`src/cbr_pkg.sv`:
```
// cbr_pkg: register indices, field layout, reset values and encodings
// for the calibration and input routing register bank.
// assumes: registers sit in the low byte of aligned 32-bit words.
package cbr_pkg;

  // printed register offsets are indices; byte address is four times the index
  localparam logic [7:0] IDX_INPUT_ROUTING  = 8'h60;
  localparam logic [7:0] IDX_CALIB_ENABLE   = 8'h61;
  localparam logic [7:0] IDX_CALIB_PRIMARY  = 8'h62;
  localparam logic [7:0] IDX_CALIB_IDLECORE = 8'h64;
  localparam logic [7:0] IDX_CALIB_AVERAGE  = 8'h68;

  // reset values
  localparam logic [7:0] RST_INPUT_ROUTING  = 8'h01;
  localparam logic [7:0] RST_CALIB_ENABLE   = 8'h01;
  localparam logic [7:0] RST_CALIB_PRIMARY  = 8'h01;
  localparam logic [7:0] RST_CALIB_IDLECORE = 8'h02;
  localparam logic [7:0] RST_CALIB_AVERAGE  = 8'h61;

  // field positions
  localparam int DUAL_SWAP_BIT  = 4;
  localparam int SINGLE_SRC_LSB = 0;
  localparam int CAL_RUN_BIT    = 0;
  localparam int FG_CAL_BIT     = 0;
  localparam int BG_CAL_BIT     = 1;
  localparam int FG_OS_BIT      = 2;
  localparam int BG_OS_BIT      = 3;
  localparam int IDLE_CORE_LSB  = 0;
  localparam int OFFSET_AVG_DEPTH_LSB     = 4;
  localparam int LIN_AVG_LSB    = 0;
  localparam int REG_W          = 8;
  localparam int BUS_W          = 32;
  localparam int IDX_HI         = 9;
  localparam int IDX_LO         = 2;

  // single-channel source selection
  typedef enum logic [1:0] {
    SRC_RSVD  = 2'h0,
    SRC_A     = 2'h1,
    SRC_B     = 2'h2,
    SRC_SPLIT = 2'h3
  } cbr_src_t;

  localparam logic [1:0] IDLE_RSVD = 2'h3;

  // ahb-lite encodings
  localparam logic       HRESP_OKAY = 1'h0;
  localparam logic [2:0] HSIZE_WORD = 3'h2;

  // calibration control states, one-hot
  typedef enum logic [2:0] {
    ST_HOLD  = 3'h1,
    ST_START = 3'h2,
    ST_RUN   = 3'h4
  } cbr_state_t;

endpackage

```
`src/cbr_cfg_if.sv`:
```
// cbr_cfg_if: carries register fields from the bank to the calibration
// controller and the routing decoder, and applied routing back out.
// assumes: all parties on one clock.
`timescale 1ns/1ps
interface cbr_cfg_if;
  logic [7:0] routing;
  logic [7:0] cal_enable;
  logic [7:0] cal_primary;
  logic [7:0] idle_cfg;
  logic       link_en;
  logic       single_mode;
  logic       app_swap;
  logic [1:0] app_src;

  modport regs (output routing, cal_enable, cal_primary, idle_cfg, link_en, single_mode);
  modport ctl  (input routing, cal_enable, cal_primary, idle_cfg, link_en,
                output app_swap, app_src);
  modport rte  (input app_swap, app_src, single_mode);
endinterface

```
`src/cbr_calib_route_regs.sv`:
```
// cbr_calib_route_regs: ahb-lite register bank for input routing and
// calibration control, with sequencing and routing decode below it.
// assumes: one ahb-lite master, single word transfers, zero wait states.
//
// How it works
// dual mode: swap bit 0 keeps A->A, B->B; 1 crosses the inputs.
// in single-channel lane formats the swap bit is ignored.
// single mode source: 1 input_a, 2 input_b, 3 split, 0 reserved.
// outside single-channel lane formats the source field is ignored.
// new routing is applied only when a calibration starts.
// run bit high runs calibration; low holds it in reset.
// clearing the run bit also resets the processing and link dividers.
// host clears run before calibration changes, then sets it to rerun.
// host sets run before link enable, drops link before run.
// background offset calibration needs background calibration too.
// foreground offset calibration needs foreground calibration too.
// each start resets calibration values; fg bit decides fg run.
// with background off, the idle core field picks the unused core.
// idle core selection is changed only while the link is disabled.
// averaging depths: offset at bits 6:4, linearity at bits 2:0.
// reserved bits store and return written values, reset to zero.
//
// Our own choice: the AHB-Lite interface to the registers.
`timescale 1ns/1ps
module cbr_calib_route_regs
  import cbr_pkg::*;
#(
  parameter int ADDR_W = 12
)(
  // clock and reset
  input  wire logic              CLK_I,
  input  wire logic              RST_N_I,
  // ahb-lite slave
  input  wire logic              HSEL_I,
  input  wire logic [ADDR_W-1:0] HADDR_I,
  input  wire logic [1:0]        HTRANS_I,
  input  wire logic              HWRITE_I,
  input  wire logic [2:0]        HSIZE_I,
  input  wire logic [31:0]       HWDATA_I,
  input  wire logic              HREADY_I,
  output logic      [31:0]       HRDATA_O,
  output logic                   HREADYOUT_O,
  output logic                   HRESP_O,
  // device context, same clock
  input  wire logic              LANE_FMT_SINGLE_I,
  input  wire logic              SER_LINK_EN_I,
  // calibration engine
  output logic                   CAL_HOLD_O,
  output logic                   DIV_RST_O,
  output logic                   CAL_START_O,
  output logic                   FG_RUN_O,
  output logic                   FG_OS_EN_O,
  output logic                   BG_EN_O,
  output logic                   BG_OS_EN_O,
  output logic      [1:0]        IDLE_CORE_O,
  output logic                   IDLE_CORE_EN_O,
  output logic      [2:0]        OFFSET_AVG_DEPTH_O,
  output logic      [2:0]        LIN_AVG_O,
  // channel routing, 1 = samples input_b
  output logic                   CHA_SRC_B_O,
  output logic                   CHB_SRC_B_O
);

  // registers
  logic [REG_W-1:0] rt_q, rt_d;
  logic [REG_W-1:0] ce_q, ce_d;
  logic [REG_W-1:0] cp_q, cp_d;
  logic [REG_W-1:0] ic_q, ic_d;
  logic [REG_W-1:0] av_q, av_d;

  // bus pipeline
  logic             ap_take;
  logic             ap_ok;
  logic [7:0]       ap_idx;
  logic             dp_wr_q, dp_wr_d;
  logic [7:0]       dp_idx_q, dp_idx_d;
  logic [BUS_W-1:0] rdata_q, rdata_d;
  logic             ready_q;
  logic [REG_W-1:0] rd_sel;

  // address phase; upper address bits must be zero so no aliases appear
  assign ap_take = HSEL_I & HTRANS_I[1] & HREADY_I;
  assign ap_ok   = (HADDR_I[ADDR_W-1:IDX_HI+1] == '0) & (HADDR_I[1:0] == 2'h0)
                   & (HSIZE_I <= HSIZE_WORD);
  assign ap_idx  = HADDR_I[IDX_HI:IDX_LO];

  // data phase capture
  always_comb begin
    dp_wr_d  = ap_take & HWRITE_I & ap_ok;
    dp_idx_d = ap_take ? ap_idx : dp_idx_q;
  end

  // register writes; all bits stored, reserved ones included
  always_comb begin
    rt_d = rt_q;
    ce_d = ce_q;
    cp_d = cp_q;
    ic_d = ic_q;
    av_d = av_q;
    if (dp_wr_q) begin
      case (dp_idx_q)
        IDX_INPUT_ROUTING:  rt_d = HWDATA_I[REG_W-1:0];
        IDX_CALIB_ENABLE:   ce_d = HWDATA_I[REG_W-1:0];
        IDX_CALIB_PRIMARY:  cp_d = HWDATA_I[REG_W-1:0];
        IDX_CALIB_IDLECORE: ic_d = HWDATA_I[REG_W-1:0];
        IDX_CALIB_AVERAGE:  av_d = HWDATA_I[REG_W-1:0];
        default: begin
          rt_d = rt_q;                                     // unmapped writes are dropped
        end
      endcase
    end
  end

  // read mux looks at next values so a read right after a write sees it
  always_comb begin
    case (ap_idx)
      IDX_INPUT_ROUTING:  rd_sel = rt_d;
      IDX_CALIB_ENABLE:   rd_sel = ce_d;
      IDX_CALIB_PRIMARY:  rd_sel = cp_d;
      IDX_CALIB_IDLECORE: rd_sel = ic_d;
      IDX_CALIB_AVERAGE:  rd_sel = av_d;
      default:            rd_sel = '0;
    endcase
    rdata_d = '0;
    if (ap_take & ~HWRITE_I & ap_ok) begin
      rdata_d = {{(BUS_W-REG_W){1'b0}}, rd_sel};
    end
  end

  // state registers
  always_ff @(posedge CLK_I or negedge RST_N_I) begin
    if (!RST_N_I) begin
      rt_q     <= RST_INPUT_ROUTING;
      ce_q     <= RST_CALIB_ENABLE;
      cp_q     <= RST_CALIB_PRIMARY;
      ic_q     <= RST_CALIB_IDLECORE;
      av_q     <= RST_CALIB_AVERAGE;
      dp_wr_q  <= 1'b0;
      dp_idx_q <= 8'h00;
      rdata_q  <= 32'h0000_0000;
      ready_q  <= 1'b0;
    end else begin
      rt_q     <= rt_d;
      ce_q     <= ce_d;
      cp_q     <= cp_d;
      ic_q     <= ic_d;
      av_q     <= av_d;
      dp_wr_q  <= dp_wr_d;
      dp_idx_q <= dp_idx_d;
      rdata_q  <= rdata_d;
      ready_q  <= 1'b1;                                    // never inserts wait states
    end
  end

  assign HRDATA_O    = rdata_q;
  assign HREADYOUT_O = ready_q;
  assign HRESP_O     = HRESP_OKAY;

  // averaging depths go straight from the stored fields
  assign OFFSET_AVG_DEPTH_O  = av_q[OFFSET_AVG_DEPTH_LSB +: 3];
  assign LIN_AVG_O = av_q[LIN_AVG_LSB +: 3];

  // fields to the controller and decoder
  cbr_cfg_if cfg ();

  assign cfg.routing     = rt_q;
  assign cfg.cal_enable  = ce_q;
  assign cfg.cal_primary = cp_q;
  assign cfg.idle_cfg    = ic_q;
  assign cfg.link_en     = SER_LINK_EN_I;
  assign cfg.single_mode = LANE_FMT_SINGLE_I;

  // calibration sequencing
  cbr_cal_ctrl u_ctrl (
    .clk_i          (CLK_I),
    .rst_n_i        (RST_N_I),
    .cfg            (cfg.ctl),
    .cal_hold_o     (CAL_HOLD_O),
    .div_rst_o      (DIV_RST_O),
    .cal_start_o    (CAL_START_O),
    .fg_run_o       (FG_RUN_O),
    .fg_os_en_o     (FG_OS_EN_O),
    .bg_en_o        (BG_EN_O),
    .bg_os_en_o     (BG_OS_EN_O),
    .idle_core_o    (IDLE_CORE_O),
    .idle_core_en_o (IDLE_CORE_EN_O)
  );

  // routing decode
  cbr_route u_route (
    .clk_i       (CLK_I),
    .rst_n_i     (RST_N_I),
    .cfg         (cfg.rte),
    .cha_src_b_o (CHA_SRC_B_O),
    .chb_src_b_o (CHB_SRC_B_O)
  );
endmodule

```
`src/cbr_route.sv`:
```
// cbr_route: decodes applied routing into per-channel input selection.
// assumes: applied routing fields change only at a calibration start.
`timescale 1ns/1ps
module cbr_route
  import cbr_pkg::*;
(
  // clock and reset
  input  wire logic clk_i,
  input  wire logic rst_n_i,
  // configuration
  cbr_cfg_if.rte    cfg,
  // channel selection, 1 = samples input_b
  output logic      cha_src_b_o,
  output logic      chb_src_b_o
);

  logic cha_q;
  logic cha_d;
  logic chb_q;
  logic chb_d;

  // single mode uses only the source field, dual mode only the swap bit
  always_comb begin
    cha_d = 1'b0;
    chb_d = 1'b0;
    if (cfg.single_mode) begin
      case (cfg.app_src)
        SRC_A: begin
          cha_d = 1'b0;
          chb_d = 1'b0;
        end
        SRC_B: begin
          cha_d = 1'b1;
          chb_d = 1'b1;
        end
        SRC_SPLIT: begin
          cha_d = 1'b0;
          chb_d = 1'b1;
        end
        default: begin                                     // reserved code falls back to input_a
          cha_d = 1'b0;
          chb_d = 1'b0;
        end
      endcase
    end else begin
      cha_d = cfg.app_swap;
      chb_d = ~cfg.app_swap;
    end
  end

  always_ff @(posedge clk_i or negedge rst_n_i) begin
    if (!rst_n_i) begin
      cha_q <= 1'b0;
      chb_q <= 1'b0;
    end else begin
      cha_q <= cha_d;
      chb_q <= chb_d;
    end
  end

  assign cha_src_b_o = cha_q;
  assign chb_src_b_o = chb_q;
endmodule

```
`src/cbr_cal_ctrl.sv`:
```
// cbr_cal_ctrl: calibration hold/start sequencing and effective enables.
// assumes: register fields arrive on the same clock from the bank.
`timescale 1ns/1ps
module cbr_cal_ctrl
  import cbr_pkg::*;
(
  // clock and reset
  input  wire logic       clk_i,
  input  wire logic       rst_n_i,
  // configuration
  cbr_cfg_if.ctl          cfg,
  // calibration engine
  output logic            cal_hold_o,
  output logic            div_rst_o,
  output logic            cal_start_o,
  output logic            fg_run_o,
  output logic            fg_os_en_o,
  output logic            bg_en_o,
  output logic            bg_os_en_o,
  output logic [1:0]      idle_core_o,
  output logic            idle_core_en_o
);

  cbr_state_t state_q, state_d;
  logic       hold_q, hold_d, start_q, start_d, fgr_q, fgr_d;
  logic       fgos_q, fgos_d, bg_q, bg_d, bgos_q, bgos_d, ien_q, ien_d;
  logic       swap_q, swap_d;
  logic [1:0] src_q, src_d, idle_q, idle_d;
  logic       run;

  assign run = cfg.cal_enable[CAL_RUN_BIT];

  // next state and outputs; routing and fg run are taken at start, so routing
  // changes made while held take effect on the rerun
  always_comb begin
    state_d = state_q;
    case (state_q)
      ST_HOLD:  state_d = run ? ST_START : ST_HOLD;
      ST_START: state_d = run ? ST_RUN : ST_HOLD;
      ST_RUN:   state_d = run ? ST_RUN : ST_HOLD;
      default:  state_d = ST_HOLD;
    endcase
    hold_d  = (state_d == ST_HOLD);
    start_d = (state_d == ST_START);
    fgr_d   = start_d & cfg.cal_primary[FG_CAL_BIT];
    fgos_d  = run & cfg.cal_primary[FG_CAL_BIT] & cfg.cal_primary[FG_OS_BIT];
    bg_d    = run & cfg.cal_primary[BG_CAL_BIT];
    bgos_d  = run & cfg.cal_primary[BG_CAL_BIT] & cfg.cal_primary[BG_OS_BIT];
    // routing is applied only when a calibration starts
    swap_d  = (state_q == ST_START) ? cfg.routing[DUAL_SWAP_BIT] : swap_q;
    src_d   = (state_q == ST_START) ? cfg.routing[SINGLE_SRC_LSB +: 2] : src_q;
    // idle core follows the field only while the link is down
    idle_d  = cfg.link_en ? idle_q : cfg.idle_cfg[IDLE_CORE_LSB +: 2];
    ien_d   = ~cfg.cal_primary[BG_CAL_BIT] & (idle_d != IDLE_RSVD);
  end

  always_ff @(posedge clk_i or negedge rst_n_i) begin
    if (!rst_n_i) begin
      state_q <= ST_HOLD;
      hold_q  <= 1'b1;
      start_q <= 1'b0;
      fgr_q   <= 1'b0;
      fgos_q  <= 1'b0;
      bg_q    <= 1'b0;
      bgos_q  <= 1'b0;
      swap_q  <= RST_INPUT_ROUTING[DUAL_SWAP_BIT];
      src_q   <= RST_INPUT_ROUTING[SINGLE_SRC_LSB +: 2];
      idle_q  <= RST_CALIB_IDLECORE[IDLE_CORE_LSB +: 2];
      ien_q   <= 1'b0;
    end else begin
      state_q <= state_d;
      hold_q  <= hold_d;
      start_q <= start_d;
      fgr_q   <= fgr_d;
      fgos_q  <= fgos_d;
      bg_q    <= bg_d;
      bgos_q  <= bgos_d;
      swap_q  <= swap_d;
      src_q   <= src_d;
      idle_q  <= idle_d;
      ien_q   <= ien_d;
    end
  end

  assign cal_hold_o     = hold_q;
  assign div_rst_o      = hold_q;
  assign cal_start_o    = start_q;
  assign fg_run_o       = fgr_q;
  assign fg_os_en_o     = fgos_q;
  assign bg_en_o        = bg_q;
  assign bg_os_en_o     = bgos_q;
  assign idle_core_o    = idle_q;
  assign idle_core_en_o = ien_q;
  assign cfg.app_swap   = swap_q;
  assign cfg.app_src    = src_q;
endmodule

```
`config.mk`:
```
export PLATFORM = sky130hd
export DESIGN_NAME = cbr_calib_route_regs
export DESIGN_NICKNAME = d
export VERILOG_FILES = /design/src/cbr_pkg.sv /design/src/cbr_cfg_if.sv /design/src/cbr_calib_route_regs.sv /design/src/cbr_route.sv /design/src/cbr_cal_ctrl.sv
export SDC_FILE = /design/constraint.sdc
export NUM_CORES = 1
export LEC_CHECK = 0
export ABC_CLOCK_PERIOD_IN_PS = 2230
export BUFFER_PORTS_ARGS = -buffer_cell sky130_fd_sc_hd__buf_2
export CAP_MARGIN = 0
export CORE_ASPECT_RATIO = 0.7
export CORE_MARGIN = 5
export CORE_UTILIZATION = 45
export DETAILED_ROUTE_END_ITERATION = 8
export PLACE_DENSITY = 0.71
export SLEW_MARGIN = 20
export SYNTH_ARGS = -nofsm -noshare
export SYNTH_HDL_FRONTEND = slang
export SYNTH_SLANG_ARGS = --single-unit
```
`constraint.sdc`:
```
create_clock -name CLK_I -period 2.23 [get_ports CLK_I]
set_input_delay 0.3345 -clock CLK_I [delete_from_list [all_inputs] [get_ports CLK_I]]
set_output_delay 0.3345 -clock CLK_I [all_outputs]
set_load 0.01 [all_outputs]
```
**Yosys cells after proc, flatten, opt, wreduce, memory -nomap -nowiden**

Index checks and enable logic that the tools add are counted.
W data, S select, Z words.

- Bitwise operators: 17
- Reduce and logical (&&, ||, !) cells: 4
- Magnitude comparators: 1
- Equal/unequal tests: 18
- Multiplexer cells: 20

Operator list:

| cell | count |
|---|---|
| $mux W8 | 11 |
| $eq A8 B7 Y1 const B | 10 |
| $pmux W8 S5 | 1 |
| $and A1 B1 Y1 | 14 |
| $eq A3 B1 Y1 const B | 2 |
| $eq A3 B2 Y1 const B | 2 |
| $pmux W3 S2 | 1 |
| $eq A2 B2 Y1 const B | 2 |
| $logic_not A2 Y1 | 2 |
| $mux W1 | 4 |
| $mux W2 | 2 |
| $reduce_or A2 Y1 | 2 |
| $eq A3 B3 Y1 const B | 1 |
| $le A3 B2 Y1 const B | 1 |
| $mux W3 | 1 |
| $not A1 Y1 | 3 |
| $ne A2 B2 Y1 const B | 1 |

- Output and inout port bits: 52
- Logic and storage cells: 82
- Register bits: 99
- Input port bits: 56

**Depth between registers and ports, before layout**

- Depth in word-level cells: 5
- Gate-level depth with buffers: 7
- Mapped depth without buffers: 5

**Cells and area by module**

A second synthesis with hierarchy kept.

- Cell total of the unflattened synthesis: 299
- Area total of the unflattened synthesis: 3769.9 µm²

By module, submodules not included:

| module | cells an instance | seq. area each (µm²) | instances | area each (µm²) |
|---|---|---|---|---|
| cbr_calib_route_regs | 256 | 1460.2 | 1 | 3103.0 |
| cbr_cal_ctrl | 37 | 380.4 | 1 | 585.6 |
| cbr_route | 6 | 50.0 | 1 | 81.3 |

**Worst setup path before layout**

No wires, ideal clock.

- Path type: reg-to-reg
- From: register dp_idx_q[4]
- To: register rdata_q[6], in the netlist HRDATA_O[6]
- Buffers on the path: 0
- Required time: 2106 ps
- Clock period less this slack: 1946 ps
- Cell stages (with the launch flop): 6
- Setup time: 124 ps
- Arrival: 1823 ps
- Setup slack: 284 ps
- Path through: dfrtp_1 nor3b_4 nand4b_4 mux2_2 a32o_1 o31a_1

- Cells in the longest elaborated chain, start to end: 5
- Elaborated cells on any way between the ends: 17
- Those cells by class: eq/ne: 5; mux: 12

Ends and longest elaborated chain:

| what | RTL line | source |
|---|---|---|
| from (decl) | cbr_calib_route_regs.sv:76 | `logic [7:0] dp_idx_q, dp_idx_d;` |
| from (signal assigned) | cbr_calib_route_regs.sv:149 | `dp_idx_q <= dp_idx_d;` |
| $eq A8 B7 Y1 | cbr_calib_route_regs.sv:101 | `case (dp_idx_q)` |
| $mux W8 | cbr_calib_route_regs.sv:101 |  |
| $mux W8 | cbr_calib_route_regs.sv:100 | `if (dp_wr_q) begin` |
| via ic_d[6] | cbr_calib_route_regs.sv:68 | `logic [REG_W-1:0] ic_q, ic_d;` |
| $pmux W8 S5 | cbr_calib_route_regs.sv:116 | `case (ap_idx)` |
| $mux W8 | cbr_calib_route_regs.sv:125 | `if (ap_take & ~HWRITE_I & ap_ok) begin` |
| via rdata_d[6] | cbr_calib_route_regs.sv:77 | `logic [BUS_W-1:0] rdata_q, rdata_d;` |
| to (signal assigned) | cbr_calib_route_regs.sv:150 | `rdata_q <= rdata_d;` |
| to (decl) | cbr_calib_route_regs.sv:77 |  |

The timed path passes the listed nets, and every way through them passes these cells.
A chain may end at the register's enable or synchronous reset.

**Worst setup path after layout**

- From: register dp_idx_q[1]
- To: register rdata_q[0], in the netlist HRDATA_O[0]

Same word-level chain as after synthesis.

==> impl_metrics.csv <==
group,metric,value,unit
logic_synthesis,ys.flop_type,"dfrtp_1",
global_routing,grt_pass1_wl,13200,um
timing,fin_crit_sh,92.1,%
worst_setup_path,startpoint,"dp_idx_q[1]$_DFFE_PN0P_",
timing,fin_worst_skew,0.00861,ns
worst_hold_path,hold_class,"input port to asynchronous set/reset pin",
cells_and_area,area_growth,20.4,%
route,totalWireLength,8070,um
logic_synthesis,synthArstFlopShare,100,%
logic_synthesis,yosysWarnings,0,
clock_tree,ctsLongestPathBuffers,2,
clock_tree,cts_tree,"done",
logic_synthesis,avgSynthCellArea,11.5,sq um
global_routing,overflow,0,
worst_setup_path,required,2.44,ns
worst_setup_path,critPathMaxFanout,10,
clock_tree,root_buffer,"clkbuf_16",
timing,grt_setup_unrepaired,"false",
worst_setup_path,r2r-start,"dp_idx_q[1]$_DFFE_PN0P_",
place,dpl.cell_count,473,
timing,setup_viol,0,
clock_tree,clk_pin_slew,0.06,ns
timing,min_period,2.05,ns
flow_run,cap_violations,0,
route,vias,2566,
logic_synthesis,synth.top_cell.area_share,44.2,%
cells_and_area,final_area,4360,sq um
clock_tree,postCtsSetupBuffers,0,
logic_synthesis,ys_top_cells_by_count,"dfrtp_1 (64), mux2_2 (39), nand2_1 (37)",
logic_synthesis,synth_edf_count,0,
cells_and_area,n_antenna_cell,0,
logic_synthesis,synth.most_common_cell,"dfrtp_1",
power_and_ir_drop,p_per_area,842,nW/um^2
logic_synthesis,seq_area_frac_synth,52.2,%
timing,worstMarginPinSlew,0.628,ns
power_and_ir_drop,sequentialPowerShare,42.7,%
timing,slew_headroom,57.6,%
power_and_ir_drop,p_int,2.81,mW
logic_synthesis,yosysTopAreaCell,"dfrtp_1",
global_routing,grt_max_degree,76,
logic_synthesis,synth_area_leaders,"dfrtp_1 (44%), mux2_2 (12%), dfstp_2 (8.0%), buf_4 (6.8%), nand2_1 (3.8%)",
power_and_ir_drop,clkPwrFrac,46.0,%
cells_and_area,final_cells,489,
clock_tree,cts-resized-gates,0,
place,dp_hpwl,5730,um
route,drt_iter0_drc,191,
power_and_ir_drop,peakVddDrop,0.000525,V
timing,final.setup.tns,0,ns
power_and_ir_drop,swShare,23.6,%
route,avgViaCountPerCell,5.25,
place,place_area,4010,sq um
worst_setup_path,start_kind,"flip-flop",
place,port_buffers,57,
timing,hold_viol,1,
logic_synthesis,ys_types,41,
cells_and_area,filler_cell_count,694,
timing,holdWs,-0.00379,ns
logic_synthesis,synth_seq_cells,75,
logic_synthesis,netlist_area,3620,sq um
floorplan,die_area,9970,sq um
cells_and_area,final_net_count,439,
clock_tree,cts_made_buffers,9,
floorplan,fp.dieW,117,um
route,dr.pass1.iters,4,
route,drc,0,
place,place_congestion,0.799,
logic_synthesis,synthCells,314,
power_and_ir_drop,cellLeakagePower,2.07,nW
status,status,"finished with violations",
floorplan,ios,108,
route,drtAntennaViolNets,0,
cells_and_area,drive_above_1_share,39.9,%
timing,max_freq,0.487,GHz
worst_setup_path,crit_arrival,2.27,ns
clock_tree,clkSinkCount,75,
status,violations,"hold timing",
worst_setup_path,crit_type,"flip-flop to flip-flop",
clock_tree,insertion_delay,0.34,ns
floorplan,initial_core_util,46.2,%
timing,finalMaxSlewViolations,0,
global_routing,antenna_found_initial,0,
floorplan,rows,27,
floorplan,die_h,85.1,um
power_and_ir_drop,pwr-share-comb,11.3,%
clock_tree,ctsHoldBuffers,0,
power_and_ir_drop,switching_power,867,uW
worst_setup_path,endpoint_kind,"flip-flop",
global_routing,grtUsageTotal,17.4,%
global_routing,grt_pass1_vias,2589,
cells_and_area,finish.utilization,55.6,%
clock_tree,htreeDepth,3,
route,avgRoutedWirePerCell,16.5,um
floorplan,core_area,7840,sq um
-- path summary, 6_finish.rpt --
check	slack (ns)	cells past startpoint	end
setup / recovery	0.18	5	HRDATA_O[0]$_DFF_PN0_
hold / removal	-0.004	2	dp_wr_q$_DFF_PN0_
setup reg to reg	0.18	5	HRDATA_O[0]$_DFF_PN0_
hold reg to reg	0.47	2	ce_q[2]$_DFF_PN0_
max in group asynchronous	1.85	2	av_q[6]$_DFF_PN1_
min in group CLK_I	0.23	2	u_route.cha_src_b_o$_DFF_PN0_
-- placed cells by master (no fill, tap or decap), drive strengths merged, types with 2 or more instances in the layout --
master,count
dfstp,11
nand2,37
or3,3
nand4b,4
and3,6
and4b,5
nor4b,2
a32o,5
o21ai,9
nor2,6
and2,7
buf,77
mux2,39
a31oi,3
nor4bb,2
nand4,7
conb,26
dfrtp,64
nor3,2
o31a,6
clkbuf,9
and4bb,3
inv,6
nand3,29
nor3b,4
bufinv,3
-- worst max-delay path: stages, from the launching register on --
cell	delay, ns
dfrtp_1	0.40
and4bb_2	0.38
nand4b_4	0.25
mux2_2	0.37
a32o_1	0.27
o31a_1	0.25
-- stage by stage --
step | worst slack (ns) | hold WS (ns) | power (mW)
global route | 0.134 | 0.0511 | 3.85
finish | 0.177 | -0.00379 | 3.67
floorplan | 0.284 | 0.0389 | 1.85
global placement | 0.219 | 0.399 | 1.99
detailed placement | 0.211 | 0.400 | 2.01
CTS | 0.192 | 0.0320 | 3.72
-- routing by layer --
metal  routed length, um  GRT usage, %
met1                3740          24.8
met5                   0             0
met3                 651          5.56
met4                  85          4.58
met2                3600          25.5
-- power groups by stage --
stage	sequential, mW	combinational [mW]	clock [mW]
2_1_floorplan	1.61	0.239	0
3_3_place_gp	1.59	0.404	0
3_5_place_dp	1.59	0.416	0
4_1_cts	1.57	0.420	1.73
5_1_grt	1.58	0.463	1.80
6_report	1.57	0.415	1.69
-- sequential cells by signal, summed over array words and instances (netlist names) --
register / cells
HRDATA_O: 8
av_q: 8
ce_q: 8
cfg.cal_primary: 8
cfg.idle_cfg: 8
cfg.routing: 8
dp_idx_q: 8
u_ctrl.state_q: 3
u_ctrl.cfg.app_src: 2
u_ctrl.idle_core_o: 2
HREADYOUT_O: 1
dp_wr_q: 1
u_ctrl.bg_en_o: 1
u_ctrl.bg_os_en_o: 1
u_ctrl.cal_hold_o: 1
u_ctrl.cal_start_o: 1
u_ctrl.cfg.app_swap: 1
u_ctrl.fg_os_en_o: 1
u_ctrl.fg_run_o: 1
u_ctrl.idle_core_en_o: 1
u_route.cha_src_b_o: 1
u_route.chb_src_b_o: 1
-- kinds of logic (layout without fill, tap and decap cells) --
logic type / after synthesis / count (layout) / synth area share, %
xor+xnor: 2 / 2 / 0.484
compound gates: 29 / 29 / 5.91
other cells: 2 / 26 / 0.207
mux: 40 / 40 / 12.4
flops: 75 / 75 / 52.2
buf+inv: 47 / 97 / 8.33
simple gates: 119 / 119 / 20.5
-- area by class of cell --
class                      count  area [sq um]  area share [%]
clock buffer                   9           225            5.16
clock inverter                 7           124            2.84
inverter                       4          15.0           0.344
multi-input combinational    216          1520            34.8
sequential                    75          1890            43.4
tap                          101           126            2.90
timing repair buffer          77           460            10.6
No activity file was read; power rests on OpenSTA's default activity.
